## src/trig_cfg.svh

```systemverilog
// Constants for the dual trigger pulse generator
// Operation
// - Two trigger outputs, each with its own enable; disabled output stays low.
// - Primary frequency limited to 6..50 Hz; out-of-range writes are clamped.
// - Primary pulse width set in milliseconds, independent of frequency.
// - Pulses are active high: high for width, low for rest of period.
// - With timestamp option, primary rising-edge time becomes the result timestamp.
// - Secondary active only while primary enabled; primary off forces secondary off.
// - Secondary always repeats at the primary frequency.
// - Secondary rising edge follows primary rising edge by configured offset.
// - Secondary pulse width configured independently of primary.
// - Enabling pulse-per-second sync forces secondary output off; shared pin.
// - With pulse-per-second sync on, each sync pulse clears time counter to 0.
// - Internal time counter timestamps each captured camera frame.
`ifndef TRIG_CFG_SVH
`define TRIG_CFG_SVH
`define CLK_HZ 25000000
`define US_PER_S 1000000
`define US_PER_MS 1000
`define CYC_PER_US (`CLK_HZ / `US_PER_S)
`define FREQ_MIN 8'h06
`define FREQ_MAX 8'h32
`define FREQ_RST 8'h1e
`define PWIDTH_RST 16'h0005
`define SWIDTH_RST 16'h0005
`define OFFSET_RST 16'h0000
`define REG_CTRL 6'h00
`define REG_FREQ 6'h04
`define REG_PWIDTH 6'h08
`define REG_SWIDTH 6'h0c
`define REG_OFFSET 6'h10
`define REG_STATUS 6'h14
`define REG_TIME 6'h18
`define REG_TRIG_STAMP 6'h1c
`define REG_FRAME_STAMP 6'h20
`define CTRL_PRIM_EN 0
`define CTRL_SEC_EN 1
`define CTRL_PPS_EN 2
`define CTRL_TS_EN 3
`define DEAD_WORD 32'h0000_0000
`endif

```

## src/trig_pkg.sv

```systemverilog
// Types for the dual trigger pulse generator
package trig_pkg;
  typedef enum logic [1:0] {CH_IDLE, CH_WAIT, CH_HIGH} chan_state_t;
  typedef logic [31:0] word_t;
  typedef logic [5:0] addr_t;
endpackage : trig_pkg

```

## src/pulse_chan_if.sv

```systemverilog
// Control and output of one trigger pulse channel
`timescale 1ns/10ps
interface pulse_chan_if;
  logic start;
  logic enable;
  logic tick;
  logic [31:0] delay_us;
  logic [31:0] width_us;
  logic pulse;
  logic rise;
  modport ctl (output start, output enable, output tick, output delay_us, output width_us,
    input pulse, input rise);
  modport chan (input start, input enable, input tick, input delay_us, input width_us,
    output pulse, output rise);
endinterface : pulse_chan_if

```

## src/pulse_chan.sv

```systemverilog
// One trigger pulse channel: delay then high pulse, counted in microsecond ticks
`timescale 1ns/10ps
module pulse_chan (
  input wire logic clock,
  input wire logic arst_n,
  pulse_chan_if.chan pc
);
  import trig_pkg::*;
  chan_state_t state;
  logic [31:0] cnt;

  always_ff @(posedge clock or negedge arst_n) begin
    if (!arst_n) begin
      state <= CH_IDLE;
      cnt <= 32'h0000_0000;
    end else if (!pc.enable) begin
      state <= CH_IDLE;
      cnt <= 32'h0000_0000;
    end else if (pc.start) begin
      if (pc.delay_us == 32'h0000_0000) begin
        state <= CH_HIGH;
        cnt <= pc.width_us;
      end else begin
        state <= CH_WAIT;
        cnt <= pc.delay_us;
      end
    end else if (pc.tick) begin
      case (state)
        CH_WAIT: begin
          if (cnt <= 32'h0000_0001) begin
            state <= CH_HIGH;
            cnt <= pc.width_us;
          end else begin
            cnt <= cnt - 32'h0000_0001;
          end
        end
        CH_HIGH: begin
          if (cnt <= 32'h0000_0001) begin
            state <= CH_IDLE;
          end
          cnt <= cnt - 32'h0000_0001;
        end
        default: state <= CH_IDLE;
      endcase
    end
  end

  // Pulse high only while in high phase with a nonzero width
  always_comb begin
    pc.pulse = (state == CH_HIGH) && (cnt != 32'h0000_0000);
    pc.rise = pc.enable && pc.start;
  end
endmodule : pulse_chan

```

## src/dual_trigger_pulse_generator.sv

```systemverilog
// Dual camera trigger generator with time counter and Avalon-MM registers
`timescale 1ns/10ps
`include "trig_cfg.svh"
module dual_trigger_pulse_generator (
  input wire logic clock,
  input wire logic arst_n,
  input wire trig_pkg::addr_t address,
  input wire logic read,
  input wire logic write,
  input wire trig_pkg::word_t writedata,
  output trig_pkg::word_t readdata,
  output logic waitrequest,
  input wire logic frame_strobe,
  output logic trig_prim,
  output logic trig_sec_out,
  output logic trig_sec_oe,
  input wire logic trig_sec_in
);
  import trig_pkg::*;

  localparam int CYC_US = `CYC_PER_US;
  localparam logic [19:0] US_S = 20'(`US_PER_S);
  localparam logic [31:0] MS_US = 32'(`US_PER_MS);

  logic [3:0] ctrl;
  logic [7:0] freq;
  logic [15:0] pwidth_ms;
  logic [15:0] swidth_ms;
  logic [15:0] offset_ms;
  word_t time_us;
  word_t trig_stamp;
  word_t frame_stamp;
  logic [7:0] div_cnt;
  logic tick;
  logic [19:0] acc;
  logic [20:0] next_acc;
  logic period_start;
  logic prim_en_q;
  logic prim_new;
  logic sec_active;
  logic pps_s1;
  logic pps_s2;
  logic pps_s3;
  logic pps_edge;
  logic req;
  logic take;
  logic [31:0] lag_cyc;
  logic [31:0] lag_us;

  pulse_chan_if pch[2] ();

  // Microsecond enable pulse
  always_ff @(posedge clock or negedge arst_n) begin
    if (!arst_n) begin
      div_cnt <= 8'h00;
      tick <= 1'b0;
    end else if (div_cnt == 8'(CYC_US - 1)) begin
      div_cnt <= 8'h00;
      tick <= 1'b1;
    end else begin
      div_cnt <= div_cnt + 8'h01;
      tick <= 1'b0;
    end
  end

  // Phase accumulator: freq per microsecond, period wraps at one second
  always_comb begin
    next_acc = {1'b0, acc} + {13'h0000, freq};
  end

  assign prim_new = ctrl[`CTRL_PRIM_EN] && !prim_en_q;

  always_ff @(posedge clock or negedge arst_n) begin
    if (!arst_n) begin
      acc <= 20'h0_0000;
      period_start <= 1'b0;
      prim_en_q <= 1'b0;
    end else begin
      prim_en_q <= ctrl[`CTRL_PRIM_EN];
      period_start <= 1'b0;
      if (prim_new) begin
        acc <= 20'h0_0000;
        period_start <= 1'b1;
      end else if (tick && ctrl[`CTRL_PRIM_EN]) begin
        if (next_acc >= {1'b0, US_S}) begin
          acc <= 20'(next_acc - {1'b0, US_S});
          period_start <= 1'b1;
        end else begin
          acc <= next_acc[19:0];
        end
      end
    end
  end

  assign sec_active = ctrl[`CTRL_SEC_EN] && ctrl[`CTRL_PRIM_EN] && !ctrl[`CTRL_PPS_EN];

  // Channel 0 primary, channel 1 secondary, same period start
  generate
    for (genvar i = 0; i < 2; i++) begin : g_chan
      assign pch[i].start = period_start;
      assign pch[i].tick = tick;
      assign pch[i].enable = (i == 0) ? ctrl[`CTRL_PRIM_EN] : sec_active;
      assign pch[i].delay_us = (i == 0) ? 32'h0000_0000 : 32'(offset_ms) * MS_US;
      assign pch[i].width_us = 32'((i == 0) ? pwidth_ms : swidth_ms) * MS_US;
      pulse_chan u_chan (
        .clock(clock),
        .arst_n(arst_n),
        .pc(pch[i])
      );
    end
  endgenerate

  // Pin outputs
  always_ff @(posedge clock or negedge arst_n) begin
    if (!arst_n) begin
      trig_prim <= 1'b0;
      trig_sec_out <= 1'b0;
      trig_sec_oe <= 1'b0;
    end else begin
      trig_prim <= pch[0].pulse && ctrl[`CTRL_PRIM_EN];
      trig_sec_out <= pch[1].pulse && sec_active;
      trig_sec_oe <= sec_active;
    end
  end

  // Sync pin synchroniser and edge detect
  always_ff @(posedge clock or negedge arst_n) begin
    if (!arst_n) begin
      pps_s1 <= 1'b0;
      pps_s2 <= 1'b0;
      pps_s3 <= 1'b0;
    end else begin
      pps_s1 <= trig_sec_in;
      pps_s2 <= pps_s1;
      pps_s3 <= pps_s2;
    end
  end

  assign pps_edge = pps_s2 && !pps_s3;

  // Time counter and timestamps
  always_ff @(posedge clock or negedge arst_n) begin
    if (!arst_n) begin
      time_us <= 32'h0000_0000;
    end else if (ctrl[`CTRL_PPS_EN] && pps_edge) begin
      time_us <= 32'h0000_0000;
    end else if (tick) begin
      time_us <= time_us + 32'h0000_0001;
    end
  end

  always_ff @(posedge clock or negedge arst_n) begin
    if (!arst_n) begin
      trig_stamp <= 32'h0000_0000;
      frame_stamp <= 32'h0000_0000;
    end else begin
      if (pch[0].rise) begin
        trig_stamp <= time_us;
      end
      if (frame_strobe) begin
        frame_stamp <= ctrl[`CTRL_TS_EN] ? trig_stamp : time_us;
      end
    end
  end

  // Avalon-MM slave: one wait cycle, then answer
  assign req = read || write;
  assign take = req && !waitrequest;

  always_ff @(posedge clock or negedge arst_n) begin
    if (!arst_n) begin
      waitrequest <= 1'b1;
    end else begin
      waitrequest <= !(req && waitrequest);
    end
  end

  always_ff @(posedge clock or negedge arst_n) begin
    if (!arst_n) begin
      ctrl <= 4'h0;
      freq <= `FREQ_RST;
      pwidth_ms <= `PWIDTH_RST;
      swidth_ms <= `SWIDTH_RST;
      offset_ms <= `OFFSET_RST;
    end else if (take && write) begin
      case (address)
        `REG_CTRL: ctrl <= writedata[3:0];
        `REG_FREQ: begin
          if (writedata < 32'(`FREQ_MIN)) begin
            freq <= `FREQ_MIN;
          end else if (writedata > 32'(`FREQ_MAX)) begin
            freq <= `FREQ_MAX;
          end else begin
            freq <= writedata[7:0];
          end
        end
        `REG_PWIDTH: pwidth_ms <= writedata[15:0];
        `REG_SWIDTH: swidth_ms <= writedata[15:0];
        `REG_OFFSET: offset_ms <= writedata[15:0];
        default: ctrl <= ctrl;
      endcase
    end
  end

  always_ff @(posedge clock or negedge arst_n) begin
    if (!arst_n) begin
      readdata <= 32'h0000_0000;
    end else if (read && waitrequest) begin
      case (address)
        `REG_CTRL: readdata <= {28'h000_0000, ctrl};
        `REG_FREQ: readdata <= {24'h00_0000, freq};
        `REG_PWIDTH: readdata <= {16'h0000, pwidth_ms};
        `REG_SWIDTH: readdata <= {16'h0000, swidth_ms};
        `REG_OFFSET: readdata <= {16'h0000, offset_ms};
        `REG_STATUS: readdata <= {29'h0000_0000, pps_s2, trig_sec_out, trig_prim};
        `REG_TIME: readdata <= time_us;
        `REG_TRIG_STAMP: readdata <= trig_stamp;
        `REG_FRAME_STAMP: readdata <= frame_stamp;
        default: readdata <= `DEAD_WORD;
      endcase
    end
  end

  // Cycles from period start to secondary high
  always_ff @(posedge clock or negedge arst_n) begin
    if (!arst_n) begin
      lag_cyc <= 32'h0000_0000;
      lag_us <= 32'h0000_0000;
    end else if (pch[1].rise) begin
      lag_cyc <= 32'h0000_0000;
      lag_us <= pch[1].delay_us;
    end else if (!pch[1].pulse) begin
      lag_cyc <= lag_cyc + 32'h0000_0001;
    end
  end

  // Pulse length per channel, counted from each load of the width
  generate
    for (genvar j = 0; j < 2; j++) begin : g_span
      logic [31:0] hi_cyc;
      logic [31:0] w_us;
      always_ff @(posedge clock or negedge arst_n) begin
        if (!arst_n) begin
          hi_cyc <= 32'h0000_0000;
          w_us <= 32'h0000_0000;
        end else begin
          if (pch[j].pulse && !period_start) begin
            hi_cyc <= hi_cyc + 32'h0000_0001;
          end else begin
            hi_cyc <= 32'h0000_0000;
          end
          if (!pch[j].pulse || period_start) begin
            w_us <= pch[j].width_us;
          end
        end
      end

    end
  endgenerate
endmodule : dual_trigger_pulse_generator

```

## config.mk

```make
export PLATFORM = sky130hd
export DESIGN_NAME = dual_trigger_pulse_generator
export DESIGN_NICKNAME = d
export VERILOG_FILES = /design/src/trig_pkg.sv /design/src/pulse_chan_if.sv /design/src/pulse_chan.sv /design/src/dual_trigger_pulse_generator.sv
export VERILOG_INCLUDE_DIRS = /design/src /design/src/src
export SDC_FILE = /design/constraint.sdc
export NUM_CORES = 1
export LEC_CHECK = 0
export BUFFER_PORTS_ARGS = -buffer_cell sky130_fd_sc_hd__buf_2
export CAP_MARGIN = 5
export CORE_AREA = 5 5 228 230
export DETAILED_ROUTE_END_ITERATION = 10
export DIE_AREA = 0 0 233 235
export GPL_TIMING_DRIVEN = 0
export HOLD_SLACK_MARGIN = 0.15
export PLACE_DENSITY = 0.66
export SYNTH_ARGS = -nofsm -noshare
export SYNTH_HDL_FRONTEND = slang
export SYNTH_HIERARCHICAL = 1
export SYNTH_SLANG_ARGS = --single-unit
export TNS_END_PERCENT = 1
```

## constraint.sdc

```tcl
create_clock -name clock -period 7.3 [get_ports clock]
set_input_delay 0.73 -clock clock [delete_from_list [all_inputs] [get_ports clock]]
set_output_delay 0.73 -clock clock [all_outputs]
set_load 0.01 [all_outputs]
```

After elaboration in Yosys (flattened, before gate mapping)
Cells that the tools add are included.
{"block": "word_totals", "register_bits": 294, "latch_bits": 0, "mem_bits_rw": 0, "romBits": 0, "output_inout_bits": 36, "elab_cells": 134, "mem_count": 0}
{"block": "op_classes", "add_sub_neg": 6, "mul": 3, "div": 0, "order_cmp": 5, "n_eq_ne": 21, "n_shift": 0, "muxes": 38, "bitwise_logic": 0, "n_reduce_logical": 36}
{"cell": "32-bit 2-to-1 mux", "n": 11}
{"cell": "32-bit one-hot mux with 9 select lines", "n": 1}
{"cell": "32-bit one-hot mux with 2 select lines", "n": 2}
{"cell": "16-bit by 7-bit multiplier with 23-bit output (second input constant)", "n": 3}
{"cell": "32-bit by 1-bit <= comparator with 1-bit output (second input constant)", "n": 2}
{"cell": "32-bit nonzero test", "n": 2}
{"cell": "32-bit by 1-bit subtractor with 32-bit output (second input constant)", "n": 2}
{"cell": "20-bit 2-to-1 mux", "n": 3}
{"cell": "32-bit by 1-bit adder with 32-bit output (second input constant)", "n": 1}
{"cell": "32-bit by 6-bit greater-than comparator with 1-bit output (second input constant)", "n": 1}
{"cell": "32-bit zero test", "n": 1}
{"cell": "32-bit by 3-bit < comparator with 1-bit output (second input constant)", "n": 1}
{"cell": "26-bit 2-to-1 mux", "n": 1}
{"cell": "6-bit by 5-bit == test with 1-bit output (second input constant)", "n": 4}
{"cell": "8-bit 2-to-1 mux", "n": 3}
{"cell": "2-bit 2-to-1 mux", "n": 11}
{"cell": "20-bit by 8-bit adder with 21-bit output", "n": 1}
{"cell": "21-bit by 20-bit >= comparator with 1-bit output (second input constant)", "n": 1}
{"cell": "20-bit subtractor (second input constant)", "n": 1}
{"cell": "1-bit logical AND", "n": 15}
{"cell": "2-bit AND reduction", "n": 7}
{"cell": "6-bit by 4-bit == test with 1-bit output (second input constant)", "n": 2}
{"cell": "4-bit != test (second input constant)", "n": 3}
{"cell": "8-bit by 1-bit adder with 8-bit output (second input constant)", "n": 1}
{"cell": "16 further kinds", "n": 29}

Logic depth before layout (Yosys ltp)
{"block": "depth", "word_depth": 6, "depth_mapped": 26}

Modules after synthesis
The synthesis kept the hierarchy.
{"module": "dual_trigger_pulse_generator", "instances": 1, "cells_per_inst": 1908, "area_each_um2": 18884.4, "seq_area_each_um2": 5666.7}
{"module": "pulse_chan (g_chan[0].u_chan)", "instances": 1, "cells_per_inst": 376, "area_each_um2": 2931.6, "seq_area_each_um2": 850.8}
{"module": "pulse_chan (g_chan[1].u_chan)", "instances": 1, "cells_per_inst": 352, "area_each_um2": 2722.6, "seq_area_each_um2": 850.8}

Worst setup path before layout
OpenSTA, ideal clock, no wires.
{"block": "synth_path", "kind": "register to register", "start": "register offset_ms[3]", "end": "register g_chan[1].u_chan.cnt[22]", "setup_time_ps": 77, "arrival_ps": 6090, "required_time_ps": 7223, "setup_slack_ps": 1133, "path_stages_with_launch": 26, "n_path_buf": 1, "synth_period_minus_slack_ps": 6167, "cell_sequence": "dfrtp_1 -> inv_1 -> fa_1 -> inv_1 -> ha_1 -> xnor2_1 -> fa_1 -> fa_1 -> inv_1 -> ha_1 -> a2111oi_0 -> o21ai_0 -> a31oi_1 -> o21ai_0 -> a41o_1 -> o211a_1 -> o21a_1 -> nor2_1 -> xnor2_1 -> nor4_1 -> nand4_1 -> nor2_1 -> clkbuf_1 -> a21oi_1 -> a21o_1 -> a21oi_1"}
{"block": "synth_via", "elab_chain_len": 5}
{"element": "start: declaration", "line_no": "dual_trigger_pulse_generator.sv:29", "source": "logic [15:0] offset_ms;"}
{"element": "start signal: assignment", "line_no": "dual_trigger_pulse_generator.sv:184", "source": "offset_ms <= `OFFSET_RST;"}
{"element": "start signal: assignment", "line_no": "dual_trigger_pulse_generator.sv:199", "source": "`REG_OFFSET: offset_ms <= writedata[15:0];"}
{"element": "16-bit by 7-bit multiplier with 23-bit output", "line_no": "dual_trigger_pulse_generator.sv:103", "source": "assign pch[i].delay_us = (i == 0) ? 32'h0000_0000 : 32'(offset_ms) * MS_US;"}
{"element": "via pch[1].delay_us[24]", "line_no": "pulse_chan_if.sv:7", "source": "logic [31:0] delay_us;"}
{"element": "32-bit zero test", "line_no": "pulse_chan.sv:20", "source": "if (pc.delay_us == 32'h0000_0000) begin"}
{"element": "26-bit 2-to-1 mux", "line_no": "pulse_chan.sv:20"}
{"element": "32-bit 2-to-1 mux", "line_no": "pulse_chan.sv:19", "source": "end else if (pc.start) begin"}
{"element": "32-bit 2-to-1 mux", "line_no": "pulse_chan.sv:16", "source": "end else if (!pc.enable) begin"}
{"element": "end signal: assignment", "line_no": "pulse_chan.sv:22", "source": "cnt <= pc.width_us;"}
{"element": "end signal: assignment", "line_no": "pulse_chan.sv:25", "source": "cnt <= pc.delay_us;"}
{"element": "end signal: assignment", "line_no": "pulse_chan.sv:32", "source": "cnt <= pc.width_us;"}
{"element": "end: declaration", "line_no": "pulse_chan.sv:10", "source": "logic [31:0] cnt;"}
The timed path passes the listed nets, and every way through them passes these cells.
A chain may end at the register's enable or synchronous reset.

Final worst setup path
{"block": "layout_path", "start": "register offset_ms[3]", "end": "register g_chan[1].u_chan.cnt[14]"}
The elaborated chain is that of the path after synthesis.

==> run_results.csv <==
group,metric,value,unit
cts,numClockSinks,294,
pwr,p_comb_share,58.5,%
timing,slew_headroom,9.93,%
place,dpl_cell_area,26300,um2
place,dp.final_hpwl,51.6,mm
timing,rsz0062_at_grt,"no",
place,place_congestion,0.899,
timing,final_hold_viol_count,0,
global_route,grt_util_all_layers,24.6,%
die,die_area,54800,um2
synthesis,syn_inst,2636,
die,fp-row-count,82,
timing,maxSlewViolCount,0,
synthesis,yosysSeqAreaShare,30.0,%
cts,clockBufferDepth,3,
critical_path,cp.arrival,7.40,ns
synthesis,synth_edf_count,0,
cells_and_area,final_area,27600,um2
cells_and_area,area_delta_synth_final,12.5,%
die,coreArea,49700,um2
pwr,p_leak,13.2,nW
synthesis,synth_mux_area_share,5.50,%
cts,cts.htree.levels,2,
synthesis,synth_compound_area_share,16.1,%
critical_path,crit_required,7.75,ns
synthesis,synthAdderAreaFrac,22.3,%
synthesis,ys_ff_latch,294,
pwr,p_seq_share,20.0,%
cells_and_area,final_cells,3574,
cells_and_area,layout_commonest_cell,"dfrtp_1",
pwr,clkPwrFrac,21.6,%
pwr,swShare,43.4,%
pwr,ir_worst_vdd,0.000528,V
synthesis,avgSynthCellArea,9.31,um2
cts,cts.clk_slew.worst_paths,0.06,ns
die,die_w,233,um
detailed_routing,drtAntennaViolNets,0,
synthesis,synthSimpleGateAreaFrac,14.5,%
synthesis,synth_xor_area_share,5.43,%
critical_path,cp-start-kind,"flop",
detailed_routing,dr.pass1.iters,7,
timing,max_freq,0.144,GHz
cts,cts_inserted_buffers,37,
cts,cts_root_buffer,"clkbuf_16",
synthesis,yosys_warnings,6,
die,initial_utilization,49.4,%
global_route,grt_pass1_wl,109,mm
synthesis,synthFlopType,"dfrtp_1",
die,io_pins,80,
global_route,grt_max_degree,117,
detailed_routing,viasPerCell,5.75,
cells_and_area,post-route-util,55.6,%
detailed_routing,routedWlPerCell,19.0,um
place,portBuffers,78,
die,fp.dieH,235,um
global_route,grt_pass1_vias,20300,
detailed_routing,routed_wl,67.8,mm
timing,tightest_slew,1.34,ns
synthesis,synth.distinct_cells,93,
status,status,"finished, final reports clean",
synthesis,async_reset_ff_share,100,%
timing,fin_worst_skew,0.0173,ns
cells_and_area,finalNetCount,3261,
cells_and_area,drive_gt1_share,9.55,%
detailed_routing,vias,20500,
timing,timing.final.crit_period,6.95,ns
pwr,power_density,327,nW/um2
timing,hold_ws,0.270,ns
critical_path,path_class,"reg -> reg",
global_route,gr-total-overflow,0,
timing,final-setup-viol-count,0,
global_route,antenna_found_initial,2,
detailed_routing,post-route-drc-count,0,
cts,cts_tree,"built",
place,dp_cells,3505,
pwr,power.internal,5.12,mW
hold_path,min_path_type,"in -> reg",
synthesis,synth_top_family_by_area,"adder cells",
detailed_routing,first_iter_violations,1675,
job,maxCapViolCount,0,
cts,insertion_delay,0.57,ns
pwr,p_switching,3.92,mW
cells_and_area,final_cell_mix,"dfrtp_1, inv_1, nand2_1",
synthesis,syn-cell-area,24500,um2
critical_path,endpoint_kind,"flop",
critical_path,critPathMaxFanout,7,
timing,finalCritPeriodShare,95.2,%
[area by class of cell]
cell class,instances,area (um2)
tap,672,841
inverter,276,1040
clock buffer,47,1000
antenna,1,2.50
timing repair buffer,84,488
fill,4548,22000
multi-input combinational,2079,16100
clock inverter,17,278
buffer,104,450
sequential,294,7370
[path summary, 6_finish.rpt]
path / from / end / slack (ns) / cells after the start
min reg2reg: pps_s1 / pps_s2 / 0.37 / 0
max: offset_ms[3] / g_chan[1].u_chan/cnt[14] / 0.35 / 25
max in group asynchronous: arst_n / acc[8] / 5.51 / 3
max reg2reg: offset_ms[3] / g_chan[1].u_chan/cnt[14] / 0.35 / 25
min: trig_sec_in / pps_s1 / 0.27 / 1
min in group asynchronous: arst_n / g_chan[1].u_chan/state[1] / 0.75 / 2
[critical path, cell delays in order (launching register included)]
cell and delay (ns):
dfrtp_1 0.56, inv_1 0.20, fa_1 0.57, inv_1 0.04, ha_1 0.32, xnor2_1 0.22
fa_1 0.46, fa_1 0.51, inv_1 0.04, ha_1 0.36, a2111oi_2 0.36, o21ai_0 0.23
a31oi_1 0.25, o21ai_0 0.14, a41o_1 0.30, o211a_1 0.23, o21a_1 0.16, nor2_1 0.11
xnor2_1 0.14, nor4_2 0.34, nand4_1 0.25, nor2_4 0.28, buf_4 0.17, mux2i_1 0.19
a21oi_1 0.09, a32o_1 0.31
[registers in the layout, summed over array words and instances (netlist names), 4 cells and up]
register and count:
g_chan.u_chan/cnt 64, frame_stamp 32, readdata 32, time_us 32, trig_stamp 32, acc 20, offset_ms 16, pwidth_ms 16
swidth_ms 16, div_cnt 8, freq 8, ctrl 4, g_chan.u_chan/state 4
[cell usage after synthesis, drive strengths merged (6+ instances only)]
cell	instances	share of area, %
buf	24	0.57
nor3	69	1.4
o31ai	13	0.40
a222oi	14	0.57
xnor2	90	3.2
o221ai	22	0.79
a221o	6	0.24
a31oi	15	0.38
or4	10	0.34
dfrtp	285	29
nand2b	15	0.38
nand3	53	1.1
nor4	60	1.6
xor2	62	2.2
mux2i	56	2.3
mux2	70	3.2
nand2	230	3.5
clkbuf	79	1.2
nand4	25	0.64
a211o	11	0.40
a211oi	16	0.53
o21a	10	0.31
nor2b	19	0.48
and3	22	0.56
nor2	159	2.4
ha	179	9.1
o211ai	10	0.38
a21o	24	0.74
a21oi	216	4.4
a22o	33	1.2
o21ai	146	3.1
and2	12	0.31
a32o	8	0.33
fa	162	13
dfstp	9	0.96
or2	11	0.28
o21bai	7	0.21
o22ai	6	0.15
inv	275	4.2
a22oi	17	0.52
or3	26	0.67
[routing by layer]
| metal | share of wire (%) | global-route usage (%) |
|---|---|---|
| met4 | 3.2 | 7.86 |
| met2 | 46 | 39.0 |
| met1 | 44 | 34.2 |
| met3 | 6.6 | 4.67 |
| met5 | 0.019 | 0 |
[power groups by stage]
| stage | clock network [mW] | registers (mW) | logic [mW] |
|---|---|---|---|
| 2_1_floorplan | 0 | 1.78 | 4.14 |
| 3_3_place_gp | 0 | 1.83 | 5.11 |
| 3_5_place_dp | 0 | 1.83 | 5.24 |
| 4_1_cts | 1.98 | 1.80 | 5.29 |
| 5_1_grt | 2.05 | 1.81 | 5.96 |
| 6_report | 1.95 | 1.80 | 5.28 |
[what timing repair did]
| action | in CTS | in global routing |
|---|---|---|
| resized for setup | 4 | 3 |
| endpoints found under the setup margin | 22 | 22 |
| endpoints found under the hold margin | 1 | 0 |
| hold buffers | 1 | 0 |
| pin swaps | 0 | 1 |
| cloned | 0 | 0 |
| setup buffers | 0 | 3 |
[cell families after synthesis]
family	after synthesis
AOI/OAI and AO/OA	611
xor gates and xnor gates	152
adders and majority gates	341
buffers and inverters	380
DFF	294
muxes	126
other	1
and+or+nand+nor	731
[metrics by stage]
step | TNS [ns] | worst slack (ns) | total power [mW]
2_1_floorplan | 0 | 1.13 | 5.93
3_3_place_gp | -79.37 | -0.323 | 6.94
3_5_place_dp | -7.14 | -0.521 | 7.07
4_1_cts | 0 | 0.00987 | 9.08
5_1_grt | 0 | 0.0195 | 9.82
6_report | 0 | 0.349 | 9.04
No activity file was read; power rests on OpenSTA's default activity.
